## src/rtl/uswf_pkg.sv

```systemverilog
// Package with register offsets, field positions and reset values for the flow control block.
package uswf_pkg;
  localparam logic [3:0] ADDR_EFR     = 4'h0;
  localparam logic [3:0] ADDR_FSEL    = 4'h1;
  localparam logic [3:0] ADDR_TX_FIFO_LEVEL_COUNT   = 4'h2;
  localparam logic [3:0] ADDR_TX_FIFO_TRIGGER_LEVEL   = 4'h3;
  localparam logic [3:0] ADDR_RX_FIFO_LEVEL_COUNT   = 4'h4;
  localparam logic [3:0] ADDR_RX_FIFO_TRIGGER_LEVEL   = 4'h5;
  localparam logic [3:0] ADDR_STOP1   = 4'h6;
  localparam logic [3:0] ADDR_STOP2   = 4'h7;
  localparam logic [3:0] ADDR_RES1    = 4'h8;
  localparam logic [3:0] ADDR_RES2    = 4'h9;
  localparam logic [3:0] ADDR_XSTAT   = 4'ha;
  localparam logic [3:0] ADDR_MSR     = 4'hb;
  localparam logic [3:0] ADDR_SPR     = 4'hc;
  localparam logic [3:0] ADDR_LSR     = 4'hd;
  localparam logic [3:0] ADDR_ISR     = 4'he;
  localparam logic [3:0] ADDR_DLL     = 4'hf;
  localparam logic [7:0] RST_ZERO     = 8'h00;
  localparam logic [7:0] RST_DLL      = 8'h01;
  localparam logic [7:0] RST_ISR      = 8'h01;
  localparam logic [7:0] RST_LSR      = 8'h60;
  localparam logic [7:0] RST_SPR      = 8'hff;
  localparam logic [8:0] FIFO_DEPTH   = 9'h100;
  localparam logic [7:0] CNT_MAX      = 8'hff;
  localparam int         FSEL_HDX_BIT = 5;
  localparam int         XS_TX_RES    = 3;
  localparam int         XS_TX_STOP   = 2;
  localparam int         XS_RX_RES    = 1;
  localparam int         XS_RX_STOP   = 0;
  localparam logic [1:0] SEL_NONE     = 2'b00;
  localparam logic [1:0] SEL_FIRST    = 2'b10;
  localparam logic [1:0] SEL_SECOND   = 2'b01;
  localparam logic [1:0] SEL_BOTH     = 2'b11;
  typedef enum logic [2:0] {USWF_TX_IDLE, USWF_TX_C1, USWF_TX_C2, USWF_TX_DATA} uswf_tx_state_t;
endpackage : uswf_pkg

```

## src/rtl/uswf_top.sv

```systemverilog
// Software flow control, FIFO level counters and control character status for one UART channel.
//
// Operation
// - Upper select bits: none, first pair, second pair, or both characters in sequence.
// - Lower select bits: none, match first pair, or match second pair.
// - Lower 11 with one transmit pair: accept first or second character.
// - Lower 11 with upper 11 or 00: match only consecutive two-character sequences.
// - Select field is zero after reset, no in-band flow control.
// - Direction output goes transmit while data is queued or leaving, not for control characters alone.
// - Transmit level count reports FIFO fill; 0xff means 255 or 256.
// - Transmit interrupt while transmit fill is below transmit trigger.
// - Receive level count reports receive FIFO fill from 0x00 to 0xff.
// - Receive interrupt when receive fill reaches a nonzero receive trigger.
// - Four write-only stop and resume character registers.
// - Status reads zero whenever software flow control is disabled; upper nibble reserved.
// - Bit 3 set when last sent control was resume; clears on read.
// - Bit 2 set when last sent control was stop; clears on read.
// - Bit 1 set when last received control was resume; clears on read.
// - Bit 0 set when last received control was stop; clears on read.
// - Modem status delta bits clear at reset, upper bits follow inputs.
`timescale 1ns/1ps
module uswf_top (
  input  wire logic       core_clk,
  input  wire logic       rstn,
  input  wire logic [3:0] addr,
  input  wire logic [7:0] wdata,
  input  wire logic       wr,
  input  wire logic       rd,
  output logic      [7:0] rdata,
  input  wire logic       host_tx_push,
  input  wire logic [7:0] host_tx_data,
  input  wire logic       host_rx_pop,
  input  wire logic       rx_char_valid,
  input  wire logic [7:0] rx_char,
  input  wire logic [3:0] modem_in,
  input  wire logic       ser_ready,
  output logic            ser_valid,
  output logic      [7:0] ser_data,
  output logic            rx_fifo_push,
  output logic      [7:0] rx_fifo_data,
  output logic            tx_irq,
  output logic            rx_irq,
  output logic            dir_tx,
  output logic            tx_halted
);
  logic [7:0] enhanced_feature_control, fsel, tx_fifo_trigger_level, rx_fifo_trigger_level, stop1, stop2, res1, res2, xstat, msr_lo, scratchpad_reg;
  logic [7:0] next_efr, next_fsel, next_tx_fifo_trigger_level, next_rx_fifo_trigger_level, next_stop1, next_stop2;
  logic [7:0] next_res1, next_res2, next_xstat, next_msr_lo, next_spr, next_rdata;
  logic [8:0] txfill, rxfill, next_txfill, next_rxfill;
  logic       halted, next_halted, rx_stopped, next_rx_stopped;
  logic       pend_stop, next_pend_stop, pend_res, next_pend_res;
  logic       send_stop, next_send_stop, tx_busy, next_tx_busy;
  logic       rx_half, next_rx_half, rx_half_stop, next_rx_half_stop;
  logic       ser_valid_n, dir_n, rxp_n;
  logic [7:0] ser_data_n, rxd_n;
  uswf_pkg::uswf_tx_state_t st, next_st;
  logic [1:0] txsel, rxsel;
  logic       sw_on, rx_is_stop, rx_is_res, rx_half_hit, rx_half_res, ctl_done, data_pop;
  localparam int FSEL_HDX_BIT = uswf_pkg::FSEL_HDX_BIT;
  localparam int XS_TX_RES    = uswf_pkg::XS_TX_RES;
  localparam int XS_TX_STOP   = uswf_pkg::XS_TX_STOP;
  localparam int XS_RX_RES    = uswf_pkg::XS_RX_RES;
  localparam int XS_RX_STOP   = uswf_pkg::XS_RX_STOP;

  function automatic logic [7:0] uswf_level(input logic [8:0] fill);
    uswf_level = (fill >= uswf_pkg::FIFO_DEPTH) ? uswf_pkg::CNT_MAX : fill[7:0];
  endfunction : uswf_level

  assign txsel = enhanced_feature_control[3:2];
  assign rxsel = enhanced_feature_control[1:0];
  assign sw_on = (enhanced_feature_control[3:0] != 4'h0);

  // Receive matching; a two-character sequence keeps the first half pending.
  always_comb begin
    rx_is_stop       = 1'b0;
    rx_is_res        = 1'b0;
    rx_half_hit      = 1'b0;
    rx_half_res      = 1'b0;
    case (rxsel)
      uswf_pkg::SEL_FIRST: begin
        rx_is_stop = (rx_char == stop1);
        rx_is_res  = (rx_char == res1);
      end
      uswf_pkg::SEL_SECOND: begin
        rx_is_stop = (rx_char == stop2);
        rx_is_res  = (rx_char == res2);
      end
      uswf_pkg::SEL_BOTH: begin
        if (txsel == uswf_pkg::SEL_FIRST || txsel == uswf_pkg::SEL_SECOND) begin
          rx_is_stop = (rx_char == stop1) || (rx_char == stop2);
          rx_is_res  = (rx_char == res1) || (rx_char == res2);
        end else begin
          rx_is_stop  = rx_half && rx_half_stop && (rx_char == stop2);
          rx_is_res   = rx_half && !rx_half_stop && (rx_char == res2);
          rx_half_hit = (rx_char == stop1) || (rx_char == res1);
          rx_half_res = (rx_char == res1);
        end
      end
      default: begin
        rx_is_stop = 1'b0;
      end
    endcase
  end

  // Flow control characters are consumed; all others go to the receive FIFO.
  always_comb begin
    next_rx_half      = rx_half;
    next_rx_half_stop = rx_half_stop;
    next_halted       = halted;
    rxp_n             = 1'b0;
    rxd_n             = rx_char;
    if (!sw_on) begin
      next_rx_half = 1'b0;
      next_halted  = 1'b0;
    end
    if (rx_char_valid) begin
      next_rx_half = 1'b0;
      if (rx_is_stop) begin
        next_halted = 1'b1;
      end else if (rx_is_res) begin
        next_halted = 1'b0;
      end else if (rx_half_hit) begin
        next_rx_half      = 1'b1;
        next_rx_half_stop = !rx_half_res;
      end else begin
        rxp_n = 1'b1;
      end
    end
  end

  assign data_pop = (st == uswf_pkg::USWF_TX_DATA) && ser_ready;
  assign ctl_done = (st == uswf_pkg::USWF_TX_C2 || (st == uswf_pkg::USWF_TX_C1 && txsel != uswf_pkg::SEL_BOTH))
                    && ser_valid && ser_ready;

  // Transmit sequencer: control characters take priority over data.
  always_comb begin
    next_st         = st;
    next_send_stop  = send_stop;
    next_pend_stop  = pend_stop;
    next_pend_res   = pend_res;
    next_rx_stopped = rx_stopped;
    next_tx_busy    = tx_busy;
    ser_valid_n     = 1'b0;
    ser_data_n      = ser_data;
    dir_n           = dir_tx;
    if (txsel == uswf_pkg::SEL_NONE) begin
      next_pend_stop  = 1'b0;
      next_pend_res   = 1'b0;
      next_rx_stopped = 1'b0;
    end else if (!rx_stopped && rxfill >= {1'b0, rx_fifo_trigger_level}) begin
      next_rx_stopped = 1'b1;
      next_pend_stop  = 1'b1;
      next_pend_res   = 1'b0;
    end else if (rx_stopped && rxfill < {1'b0, rx_fifo_trigger_level}) begin
      next_rx_stopped = 1'b0;
      next_pend_res   = 1'b1;
      next_pend_stop  = 1'b0;
    end
    case (st)
      uswf_pkg::USWF_TX_IDLE: begin
        if (pend_stop || pend_res) begin
          next_st        = uswf_pkg::USWF_TX_C1;
          next_send_stop = pend_stop;
          next_pend_stop = 1'b0;
          next_pend_res  = 1'b0;
        end else if (txfill != 9'h000 && !halted) begin
          next_st = uswf_pkg::USWF_TX_DATA;
        end
      end
      uswf_pkg::USWF_TX_C1: begin
        if (ser_ready) begin
          next_st = (txsel == uswf_pkg::SEL_BOTH) ? uswf_pkg::USWF_TX_C2 : uswf_pkg::USWF_TX_IDLE;
        end
      end
      uswf_pkg::USWF_TX_C2: begin
        if (ser_valid && ser_ready) begin
          next_st = uswf_pkg::USWF_TX_IDLE;
        end
      end
      uswf_pkg::USWF_TX_DATA: begin
        if (ser_ready) begin
          next_st = uswf_pkg::USWF_TX_IDLE;
        end
      end
      default: begin
        next_st = uswf_pkg::USWF_TX_IDLE;
      end
    endcase
    case (next_st)
      uswf_pkg::USWF_TX_C1: begin
        ser_valid_n = 1'b1;
        if (txsel == uswf_pkg::SEL_SECOND) begin
          ser_data_n = next_send_stop ? stop2 : res2;
        end else begin
          ser_data_n = next_send_stop ? stop1 : res1;
        end
      end
      uswf_pkg::USWF_TX_C2: begin
        // The second character waits one cycle, so valid always drops after an accepted character.
        ser_valid_n = (st == uswf_pkg::USWF_TX_C2);
        ser_data_n  = send_stop ? stop2 : res2;
      end
      uswf_pkg::USWF_TX_DATA: begin
        ser_valid_n = 1'b1;
        ser_data_n  = host_tx_data;
      end
      default: begin
        ser_valid_n = 1'b0;
      end
    endcase
    // Data in flight or queued drives the direction; control characters alone never do.
    next_tx_busy = (next_st == uswf_pkg::USWF_TX_DATA);
    dir_n        = fsel[FSEL_HDX_BIT] && (next_tx_busy || txfill != 9'h000);
  end

  // Fill counters track the FIFOs that sit outside this block.
  always_comb begin
    next_txfill = txfill;
    next_rxfill = rxfill;
    if (host_tx_push && !data_pop && txfill < uswf_pkg::FIFO_DEPTH) begin
      next_txfill = txfill + 9'h001;
    end else if (data_pop && !host_tx_push && txfill != 9'h000) begin
      next_txfill = txfill - 9'h001;
    end
    if (rxp_n && !host_rx_pop && rxfill < uswf_pkg::FIFO_DEPTH) begin
      next_rxfill = rxfill + 9'h001;
    end else if (host_rx_pop && !rxp_n && rxfill != 9'h000) begin
      next_rxfill = rxfill - 9'h001;
    end
  end

  // Register file; status sets win over the clear-on-read.
  always_comb begin
    next_efr    = enhanced_feature_control;
    next_fsel   = fsel;
    next_tx_fifo_trigger_level  = tx_fifo_trigger_level;
    next_rx_fifo_trigger_level  = rx_fifo_trigger_level;
    next_stop1  = stop1;
    next_stop2  = stop2;
    next_res1   = res1;
    next_res2   = res2;
    next_spr    = scratchpad_reg;
    next_msr_lo = msr_lo;
    next_xstat  = xstat;
    next_rdata  = uswf_pkg::RST_ZERO;
    if (wr) begin
      case (addr)
        uswf_pkg::ADDR_EFR:   next_efr   = wdata;
        uswf_pkg::ADDR_FSEL:  next_fsel  = wdata;
        uswf_pkg::ADDR_TX_FIFO_TRIGGER_LEVEL: next_tx_fifo_trigger_level = wdata;
        uswf_pkg::ADDR_RX_FIFO_TRIGGER_LEVEL: next_rx_fifo_trigger_level = wdata;
        uswf_pkg::ADDR_STOP1: next_stop1 = wdata;
        uswf_pkg::ADDR_STOP2: next_stop2 = wdata;
        uswf_pkg::ADDR_RES1:  next_res1  = wdata;
        uswf_pkg::ADDR_RES2:  next_res2  = wdata;
        uswf_pkg::ADDR_SPR:   next_spr   = wdata;
        default:              next_spr   = scratchpad_reg;
      endcase
    end
    if (rd) begin
      case (addr)
        uswf_pkg::ADDR_EFR:   next_rdata = enhanced_feature_control;
        uswf_pkg::ADDR_FSEL:  next_rdata = fsel;
        uswf_pkg::ADDR_TX_FIFO_LEVEL_COUNT: next_rdata = uswf_level(txfill);
        uswf_pkg::ADDR_RX_FIFO_LEVEL_COUNT: next_rdata = uswf_level(rxfill);
        uswf_pkg::ADDR_XSTAT: next_rdata = {4'h0, xstat[3:0]};
        uswf_pkg::ADDR_MSR:   next_rdata = {modem_in, msr_lo[3:0]};
        uswf_pkg::ADDR_SPR:   next_rdata = scratchpad_reg;
        uswf_pkg::ADDR_LSR:   next_rdata = uswf_pkg::RST_LSR;
        uswf_pkg::ADDR_ISR:   next_rdata = uswf_pkg::RST_ISR;
        uswf_pkg::ADDR_DLL:   next_rdata = uswf_pkg::RST_DLL;
        default:              next_rdata = uswf_pkg::RST_ZERO;
      endcase
      if (addr == uswf_pkg::ADDR_XSTAT) begin
        next_xstat = uswf_pkg::RST_ZERO;
      end
    end
    if (ctl_done) begin
      next_xstat[XS_TX_RES]  = !send_stop;
      next_xstat[XS_TX_STOP] = send_stop;
    end
    if (rx_char_valid && rx_is_res) begin
      next_xstat[XS_RX_RES]  = 1'b1;
      next_xstat[XS_RX_STOP] = 1'b0;
    end else if (rx_char_valid && rx_is_stop) begin
      next_xstat[XS_RX_STOP] = 1'b1;
      next_xstat[XS_RX_RES]  = 1'b0;
    end
    if (next_efr[3:0] == 4'h0) begin
      next_xstat = uswf_pkg::RST_ZERO;
    end
  end

  always_ff @(posedge core_clk or negedge rstn) begin
    if (!rstn) begin
      enhanced_feature_control          <= uswf_pkg::RST_ZERO;
      fsel         <= uswf_pkg::RST_ZERO;
      tx_fifo_trigger_level        <= uswf_pkg::RST_ZERO;
      rx_fifo_trigger_level        <= uswf_pkg::RST_ZERO;
      stop1        <= uswf_pkg::RST_ZERO;
      stop2        <= uswf_pkg::RST_ZERO;
      res1         <= uswf_pkg::RST_ZERO;
      res2         <= uswf_pkg::RST_ZERO;
      xstat        <= uswf_pkg::RST_ZERO;
      msr_lo       <= uswf_pkg::RST_ZERO;
      scratchpad_reg          <= uswf_pkg::RST_SPR;
      rdata        <= uswf_pkg::RST_ZERO;
      txfill       <= 9'h000;
      rxfill       <= 9'h000;
      halted       <= 1'b0;
      rx_stopped   <= 1'b0;
      pend_stop    <= 1'b0;
      pend_res     <= 1'b0;
      send_stop    <= 1'b0;
      tx_busy      <= 1'b0;
      rx_half      <= 1'b0;
      rx_half_stop <= 1'b0;
      st           <= uswf_pkg::USWF_TX_IDLE;
      ser_valid    <= 1'b0;
      ser_data     <= uswf_pkg::RST_ZERO;
      rx_fifo_push <= 1'b0;
      rx_fifo_data <= uswf_pkg::RST_ZERO;
      tx_irq       <= 1'b0;
      rx_irq       <= 1'b0;
      dir_tx       <= 1'b0;
      tx_halted    <= 1'b0;
    end else begin
      enhanced_feature_control          <= next_efr;
      fsel         <= next_fsel;
      tx_fifo_trigger_level        <= next_tx_fifo_trigger_level;
      rx_fifo_trigger_level        <= next_rx_fifo_trigger_level;
      stop1        <= next_stop1;
      stop2        <= next_stop2;
      res1         <= next_res1;
      res2         <= next_res2;
      xstat        <= next_xstat;
      msr_lo       <= next_msr_lo;
      scratchpad_reg          <= next_spr;
      rdata        <= next_rdata;
      txfill       <= next_txfill;
      rxfill       <= next_rxfill;
      halted       <= next_halted;
      rx_stopped   <= next_rx_stopped;
      pend_stop    <= next_pend_stop;
      pend_res     <= next_pend_res;
      send_stop    <= next_send_stop;
      tx_busy      <= next_tx_busy;
      rx_half      <= next_rx_half;
      rx_half_stop <= next_rx_half_stop;
      st           <= next_st;
      ser_valid    <= ser_valid_n;
      ser_data     <= ser_data_n;
      rx_fifo_push <= rxp_n;
      rx_fifo_data <= rxd_n;
      // A zero trigger never raises the transmit interrupt since nothing is below zero.
      tx_irq       <= (next_txfill < {1'b0, next_tx_fifo_trigger_level});
      rx_irq       <= (next_rx_fifo_trigger_level != 8'h00) && (next_rxfill >= {1'b0, next_rx_fifo_trigger_level});
      dir_tx       <= dir_n;
      tx_halted    <= next_halted;
    end
  end
endmodule : uswf_top

```

## config.mk

```make
export PLATFORM = sky130hd
export DESIGN_NAME = uswf_top
export DESIGN_NICKNAME = d
export VERILOG_FILES = /design/src/rtl/uswf_pkg.sv /design/src/rtl/uswf_top.sv
export SDC_FILE = /design/constraint.sdc
export NUM_CORES = 1
export LEC_CHECK = 0
export BUFFER_PORTS_ARGS = -buffer_cell sky130_fd_sc_hd__buf_2
export CAP_MARGIN = 20
export CORE_MARGIN = 5
export CORE_UTILIZATION = 30
export DETAILED_ROUTE_END_ITERATION = 8
export GPL_TIMING_DRIVEN = 0
export HOLD_SLACK_MARGIN = 0.1
export PLACE_DENSITY = 0.45
export SLEW_MARGIN = 10
export SYNTH_ARGS = -nofsm -noshare
export SYNTH_HDL_FRONTEND = slang
export SYNTH_SLANG_ARGS = --single-unit
```

## constraint.sdc

```tcl
create_clock -name core_clk -period 4.15 [get_ports core_clk]
set_input_delay 0 -clock core_clk [delete_from_list [all_inputs] [get_ports core_clk]]
set_output_delay 0 -clock core_clk [all_outputs]
set_load 0.05 [all_outputs]
```

==> metrics.txt, run 1 <==
outcome=completed; total number of vias=around 5800; hold_buf cts=33; DP Cell Count=around 1100; final clock skew=9.20 ps; Tmin final=roughly 3800 ps; register area=3340 um2; largest area contributor in the netlist=dfrtp_1; Ant. Diodes=0; CP peak stage delay=about 400 ps; Yosys top cell area share=42.6%; I/O pin total=70; Critical Path, Cell by Cell=clkbuf_1 -> or3_1 -> nand2b_1 -> nor4b_1 -> a21boi_1 -> o21ai_0 -> nand2_1 -> xnor2_1 -> ha_1 -> nand2b_1 -> a21o_1 -> a21oi_1 -> o21ai_0 -> a21oi_1 -> o21ai_0 -> o21ba_2; top_reg_cell synth=dfrtp_1; Remaining DRCs=0; dpl hpwl=~16 mm; fin area=~9100 um2; DRT iter0 DRCs=between 200 and 300; Placed Area=8140 um2; layout cells sized above 1=about a quarter; Post-Place Setup Slack=roughly 350 ps; Sequential Power Share=~36%; Root Driver=clkbuf_16; yosys warns=0; Initial Utilization=a little under a third; MaxCap Viol Count=0; Synth Area per Inst=~11 um2; fin crit share=91.5%; CTS buffer count=17; Finished Core Util=37.4%; crit path max-delay cell type=or3_1; Final Setup Violations=0; first-pass GRT wire length=between 30 and 40 mm; filler cell count=2434; Mapped Area=~7400 um2; Power Dens Cells=approximately 600 nW/um2; row count=between 50 and 60; final worst setup slack=352 ps; CP delay by family, top=compound AO/OA/AOI/OAI gates; Distinct cells, synth=69; PostCTS Resize Cnt=0; Die Y=167 um; CP required=about 4500 ps; worst hold path class=in2reg; worst vdd ir=roughly 260 uV; RePlAce Congestion=about 0.9; WS Path Type=reg2reg; worst slew pin tran=roughly 920 ps; clock share of power=~28%; total gr overflow=0; CP max FO=7; Layout Nets=approximately 900; Avg Vias per Cell=~5; Clock Tree Buf Depth=2; multi-input logic area=3770 um2; initial antenna violation count=0; WP depth=16; Sw Share=between 30% and 40%; syn_nets=roughly 760; Comb power frac=between 30% and 40%; Sum Neg Setup Slack=0 ps; PortBufs=65; ANT nets after route=0; Yosys reg bits=about 130; clk slew on worst S/H paths=around 60 ps; sw power=~2.1 mW; top cells by area, synth=dfrtp_1, mux2_2, ha_1; Startpoint Class=flop; Synth Instances=between 600 and 700; largest net degree at the start of global routing=85; Final Power=around 5.4 mW; GR Util All Layers=~16%; vias in the first global route=approximately 5900; Reg2Reg Depth=16; EDFF count, synth=0; Die X=~170 um; Fmax=between 200 and 300 MHz; Worst-Skew Late Latency=between 400 and 500 ps; CTS tree=done; Setup Buffers After CTS=0; CTS sink count=~130; DIE AREA=roughly 28000 um2; Fin. Hold Viols=0; Critical Path Most Common Cell=o21ai_0; Seq/Total Area, Yosys=45.4%; top flop regs=rxfill: 9 flops, txfill: 9 flops; data arrival time of the worst path=between 4000 and 5000 ps; number of detailed-route iterations in the first pass=6; drt total wl=~22 mm; async set-or-reset flop fraction in the synthesized netlist=100%; Internal Pwr Total=3.31 mW; Relative slew margins=between 30% and 40%; unrepaired setup endpoints after global routing=false; worst path buffer plus inverter count=1; Core ar.=~24000 um2; H-tree Lvls=4; hold path depth=3; Leak=3.95 nW; Max Slew Vio Count=0; DR WL/cell=about 19 um; hold_ws=just under 100 ps; Setup crit end kind=flop; area growth from synthesis to layout=23.2%; final std cells w/o fill=approximately 1100
-- Yosys cell counts (2+ instances only) --
master / number
a2111o_1: 2
a211o_1: 2
a211oi_1: 2
a21boi_0: 2
a21o_1: 5
a21oi_1: 28
a221oi_1: 14
a31oi_1: 10
a32o_1: 2
a32oi_1: 3
a41oi_1: 3
and2_1: 3
buf_1: 3
buf_2: 8
clkbuf_1: 13
dfrtp_1: 125
dfstp_2: 8
ha_1: 30
inv_1: 38
mux2_2: 65
mux2i_1: 15
mux4_2: 8
nand2_1: 43
nand2b_1: 8
nand3_1: 16
nand3b_1: 4
nand4_1: 10
nor2_1: 60
nor2b_1: 8
nor3_1: 9
nor3b_1: 3
nor4_1: 7
o211ai_1: 6
o21a_1: 6
o21ai_0: 33
o221ai_1: 3
o22ai_1: 3
or2_2: 6
or3_1: 3
xnor2_1: 16
xor2_1: 31
-- logic make-up after synthesis --
group / after synthesis / share of synthesized area, %
AOI/OAI and AO/OA: 140 / 13.1
xor gates and xnor gates: 47 / 5.60
adders and majority gates: 30 / 5.11
buffers and inverters: 63 / 3.40
DFF: 133 / 45.4
muxes: 88 / 14.5
other: 1 / 0.0510
and+or+nand+nor: 190 / 12.8
-- routing by layer --
layer	up-vias	share of wire, %	global-route usage [%]
met2	142	47	25.5
met3	20	4.2	3.22
met5	-	0	0
met4	0	1.3	3.81
met1	2852	48	22.0
li1	2746	-	-
-- area by class of cell --
type | count | share of cell area (%)
multi-input combinational | 496 | 41.6
sequential | 133 | 36.9
timing repair buffer | 101 | 7.86
clock buffer | 18 | 4.85
tap | 324 | 4.48
clock inverter | 14 | 1.60
inverter | 38 | 1.57
buffer | 25 | 1.19
-- final timing paths --
kind / start / to / slack (ps)
worst max register to register: rxfill[2] / rx_irq / 350
worst max-delay path: rxfill[2] / rx_irq / 350
min in group asynchronous: rstn / stop2[0] / 590
max in group asynchronous: rstn / stop1[0] / 2300
worst min-delay path: wdata[7] / rx_fifo_trigger_level[7] / 100
worst min register to register: tx_fifo_trigger_level[3] / tx_fifo_trigger_level[3] / 510
-- cell usage in the layout, fill, tap and decap left out, types with 10 or more instances in the layout --
cell	count
a221oi_1	14
o21ai_0	33
clkbuf_1	13
dfrtp_1	125
xnor2_1	16
mux2_2	65
xor2_1	31
nand4_1	10
inv_1	38
mux2i_1	15
dlygate4sd3_1	33
a21oi_1	28
a31oi_1	10
nand3_1	16
ha_1	30
nand2_1	43
clkbuf_16	17
buf_2	72
nor2_1	60
-- worst min-delay path, delay by kind of cell --
family,cells,cell delay [ps]
AOI/OAI and AO/OA,1,130
and+or+nand+nor,1,90
buffers and inverters,1,210
-- power groups by stage --
stage | combinational, mW | clock, mW | sequential [mW]
detailed placement | 1.98 | 0 | 1.96
finish | 1.99 | 1.51 | 1.93
global placement | 1.94 | 0 | 1.94
floorplan | 1.25 | 0 | 2.08
CTS | 2.02 | 1.54 | 1.93
global route | 2.21 | 1.59 | 1.98
No activity file was read; power rests on OpenSTA's default activity.
==> run 2, diff against run 1 <==
CORE_UTILIZATION = 60   (was 30)
PLACE_DENSITY = 0.8   (was 0.45)
==> metrics.txt, run 2 (synthesized netlist as in run 1, its figures left out) <==
outcome=completed; Critical Path Most Common Cell=o21ai_0; total number of vias=around 6200; DRT iter0 DRCs=727; CTS tree=done; first-pass GRT wire length=about 33 mm; Post-Place Setup Slack=between 300 and 400 ps; Die X=roughly 120 um; Avg Vias per Cell=6.34; Initial Utilization=between 60% and 70%; H-tree Lvls=4; DP Cell Count=roughly 910; clk slew on worst S/H paths=approximately 60 ps; CTS buffer count=17; Placed Area=7900 um2; CP delay by family, top=simple AND/OR/NAND/NOR gates; Reg2Reg Depth=16; Final Setup Violations=0; WS Path Type=reg2reg; Setup crit end kind=flop; Critical Path, Cell by Cell=clkbuf_1 -> or3_1 -> nand2b_1 -> nor4b_1 -> a21boi_1 -> o21ai_0 -> nand2_1 -> xnor2_1 -> ha_1 -> nand2b_1 -> a21o_1 -> a21oi_1 -> o21ai_0 -> a21oi_1 -> o21ai_0 -> o21ba_2; Core ar.=around 12000 um2; Fin. Hold Viols=0; PortBufs=65; GR Util All Layers=29.3%; most frequent cells in the layout=dfrtp_1, buf_2, mux2_2; reg2reg setup slack=around 290 ps; Remaining DRCs=0; Root Driver=clkbuf_16; PostCTS Resize Cnt=0; worst slew pin tran=958 ps; CP max FO=7; initial antenna violation count=0; Max Slew Vio Count=0; Sum Neg Setup Slack=0 ps; worst hold path class=in2async; Power Dens Cells=about 620 nW/um2; ANT nets after route=0; Fmax=about 260 MHz; final std cells w/o fill=around 970; Tmin final=a little under 4000 ps; row count=40; layout cells sized above 1=24.6%; Final Power=around 5.5 mW; DR WL/cell=about 21 um; Startpoint Class=flop; area growth from synthesis to layout=20.4%; Clock Tree Buf Depth=2; Ant. Diodes=0; Layout Nets=between 800 and 900; data arrival time of the worst path=4180 ps; final worst setup slack=between 200 and 300 ps; Die Y=121 um; FF-to-FF Start=rxfill[2]; hold_ws=138 ps; final clock skew=9.30 ps; MaxCap Viol Count=0; crit path max-delay cell type=nor4b_1; dpl hpwl=13.9 mm; unrepaired setup endpoints after global routing=false; DIE AREA=14600 um2; Setup Buffers After CTS=0; total gr overflow=0; leading cell type in the layout, fill and taps excluded=dfrtp_1; Leak=between 3 and 4 nW; WP depth=16; crit path from=rxfill[2]; number of detailed-route iterations in the first pass=5; I/O pin total=70; worst path buffer plus inverter count=1; Worst R2R End=rx_irq; drt total wl=20.3 mm; CP peak stage delay=between 500 and 600 ps; RePlAce Congestion=just under 1; top flop regs=rxfill: 9 flops, txfill: 9 flops; largest net degree at the start of global routing=95; CP required=between 4000 and 5000 ps; vias in the first global route=just over 6000; hold_buf cts=35; CTS sink count=133; fin crit share=approximately 93%; Worst-Skew Late Latency=~430 ps; Relative slew margins=a little over a third; fin area=~9000 um2; worst vdd ir=426 uV; Finished Core Util=73.7%
[run 2: layout make-up]
class                           instances  area [um2]
Clock buffer                           22         464
Fill cell                             821        3160
Clock inverter                          9         128
Timing Repair Buffer                  101         719
Multi-Input combinational cell        496        3770
Buffer                                 25         108
Inverter                               38         143
Tap cell                              147         184
Sequential cell                       133        3340
[run 2: worst max path at each step]
stage | to | slack [ps]
floorplan | rx_irq | 900
global placement | rx_irq | 590
detailed placement | rx_irq | 400
CTS | rx_irq | 360
global route | rx_irq | 10
finish | rx_irq | 290
[run 2: worst reg2reg max path: cells and delay by family, from the launching register on]
family,cells,cell delay [ps]
buffers and inverters,1,190
adder cells (fa/ha/maj),1,280
XOR/XNOR,1,160
AO/OA/AOI/OAI,8,1330
AND/OR/NAND/NOR,5,1400
flip-flops,1,380
[run 2: report_power, final]
group          switching, mW  total [mW]  internal (mW)
registers              0.301        1.95           1.64
logic                   1.20        2.02          0.815
clock network          0.558        1.53          0.969
total                   2.06        5.49           3.43
[run 2: routing by layer]
metal	routed length, um	track usage [%]	up-vias
met3	1670	7.62	78
met1	8230	37.7	3031
met4	874	13.4	0
li1	-	-	2752
met2	9500	46.4	295
met5	0	0	-
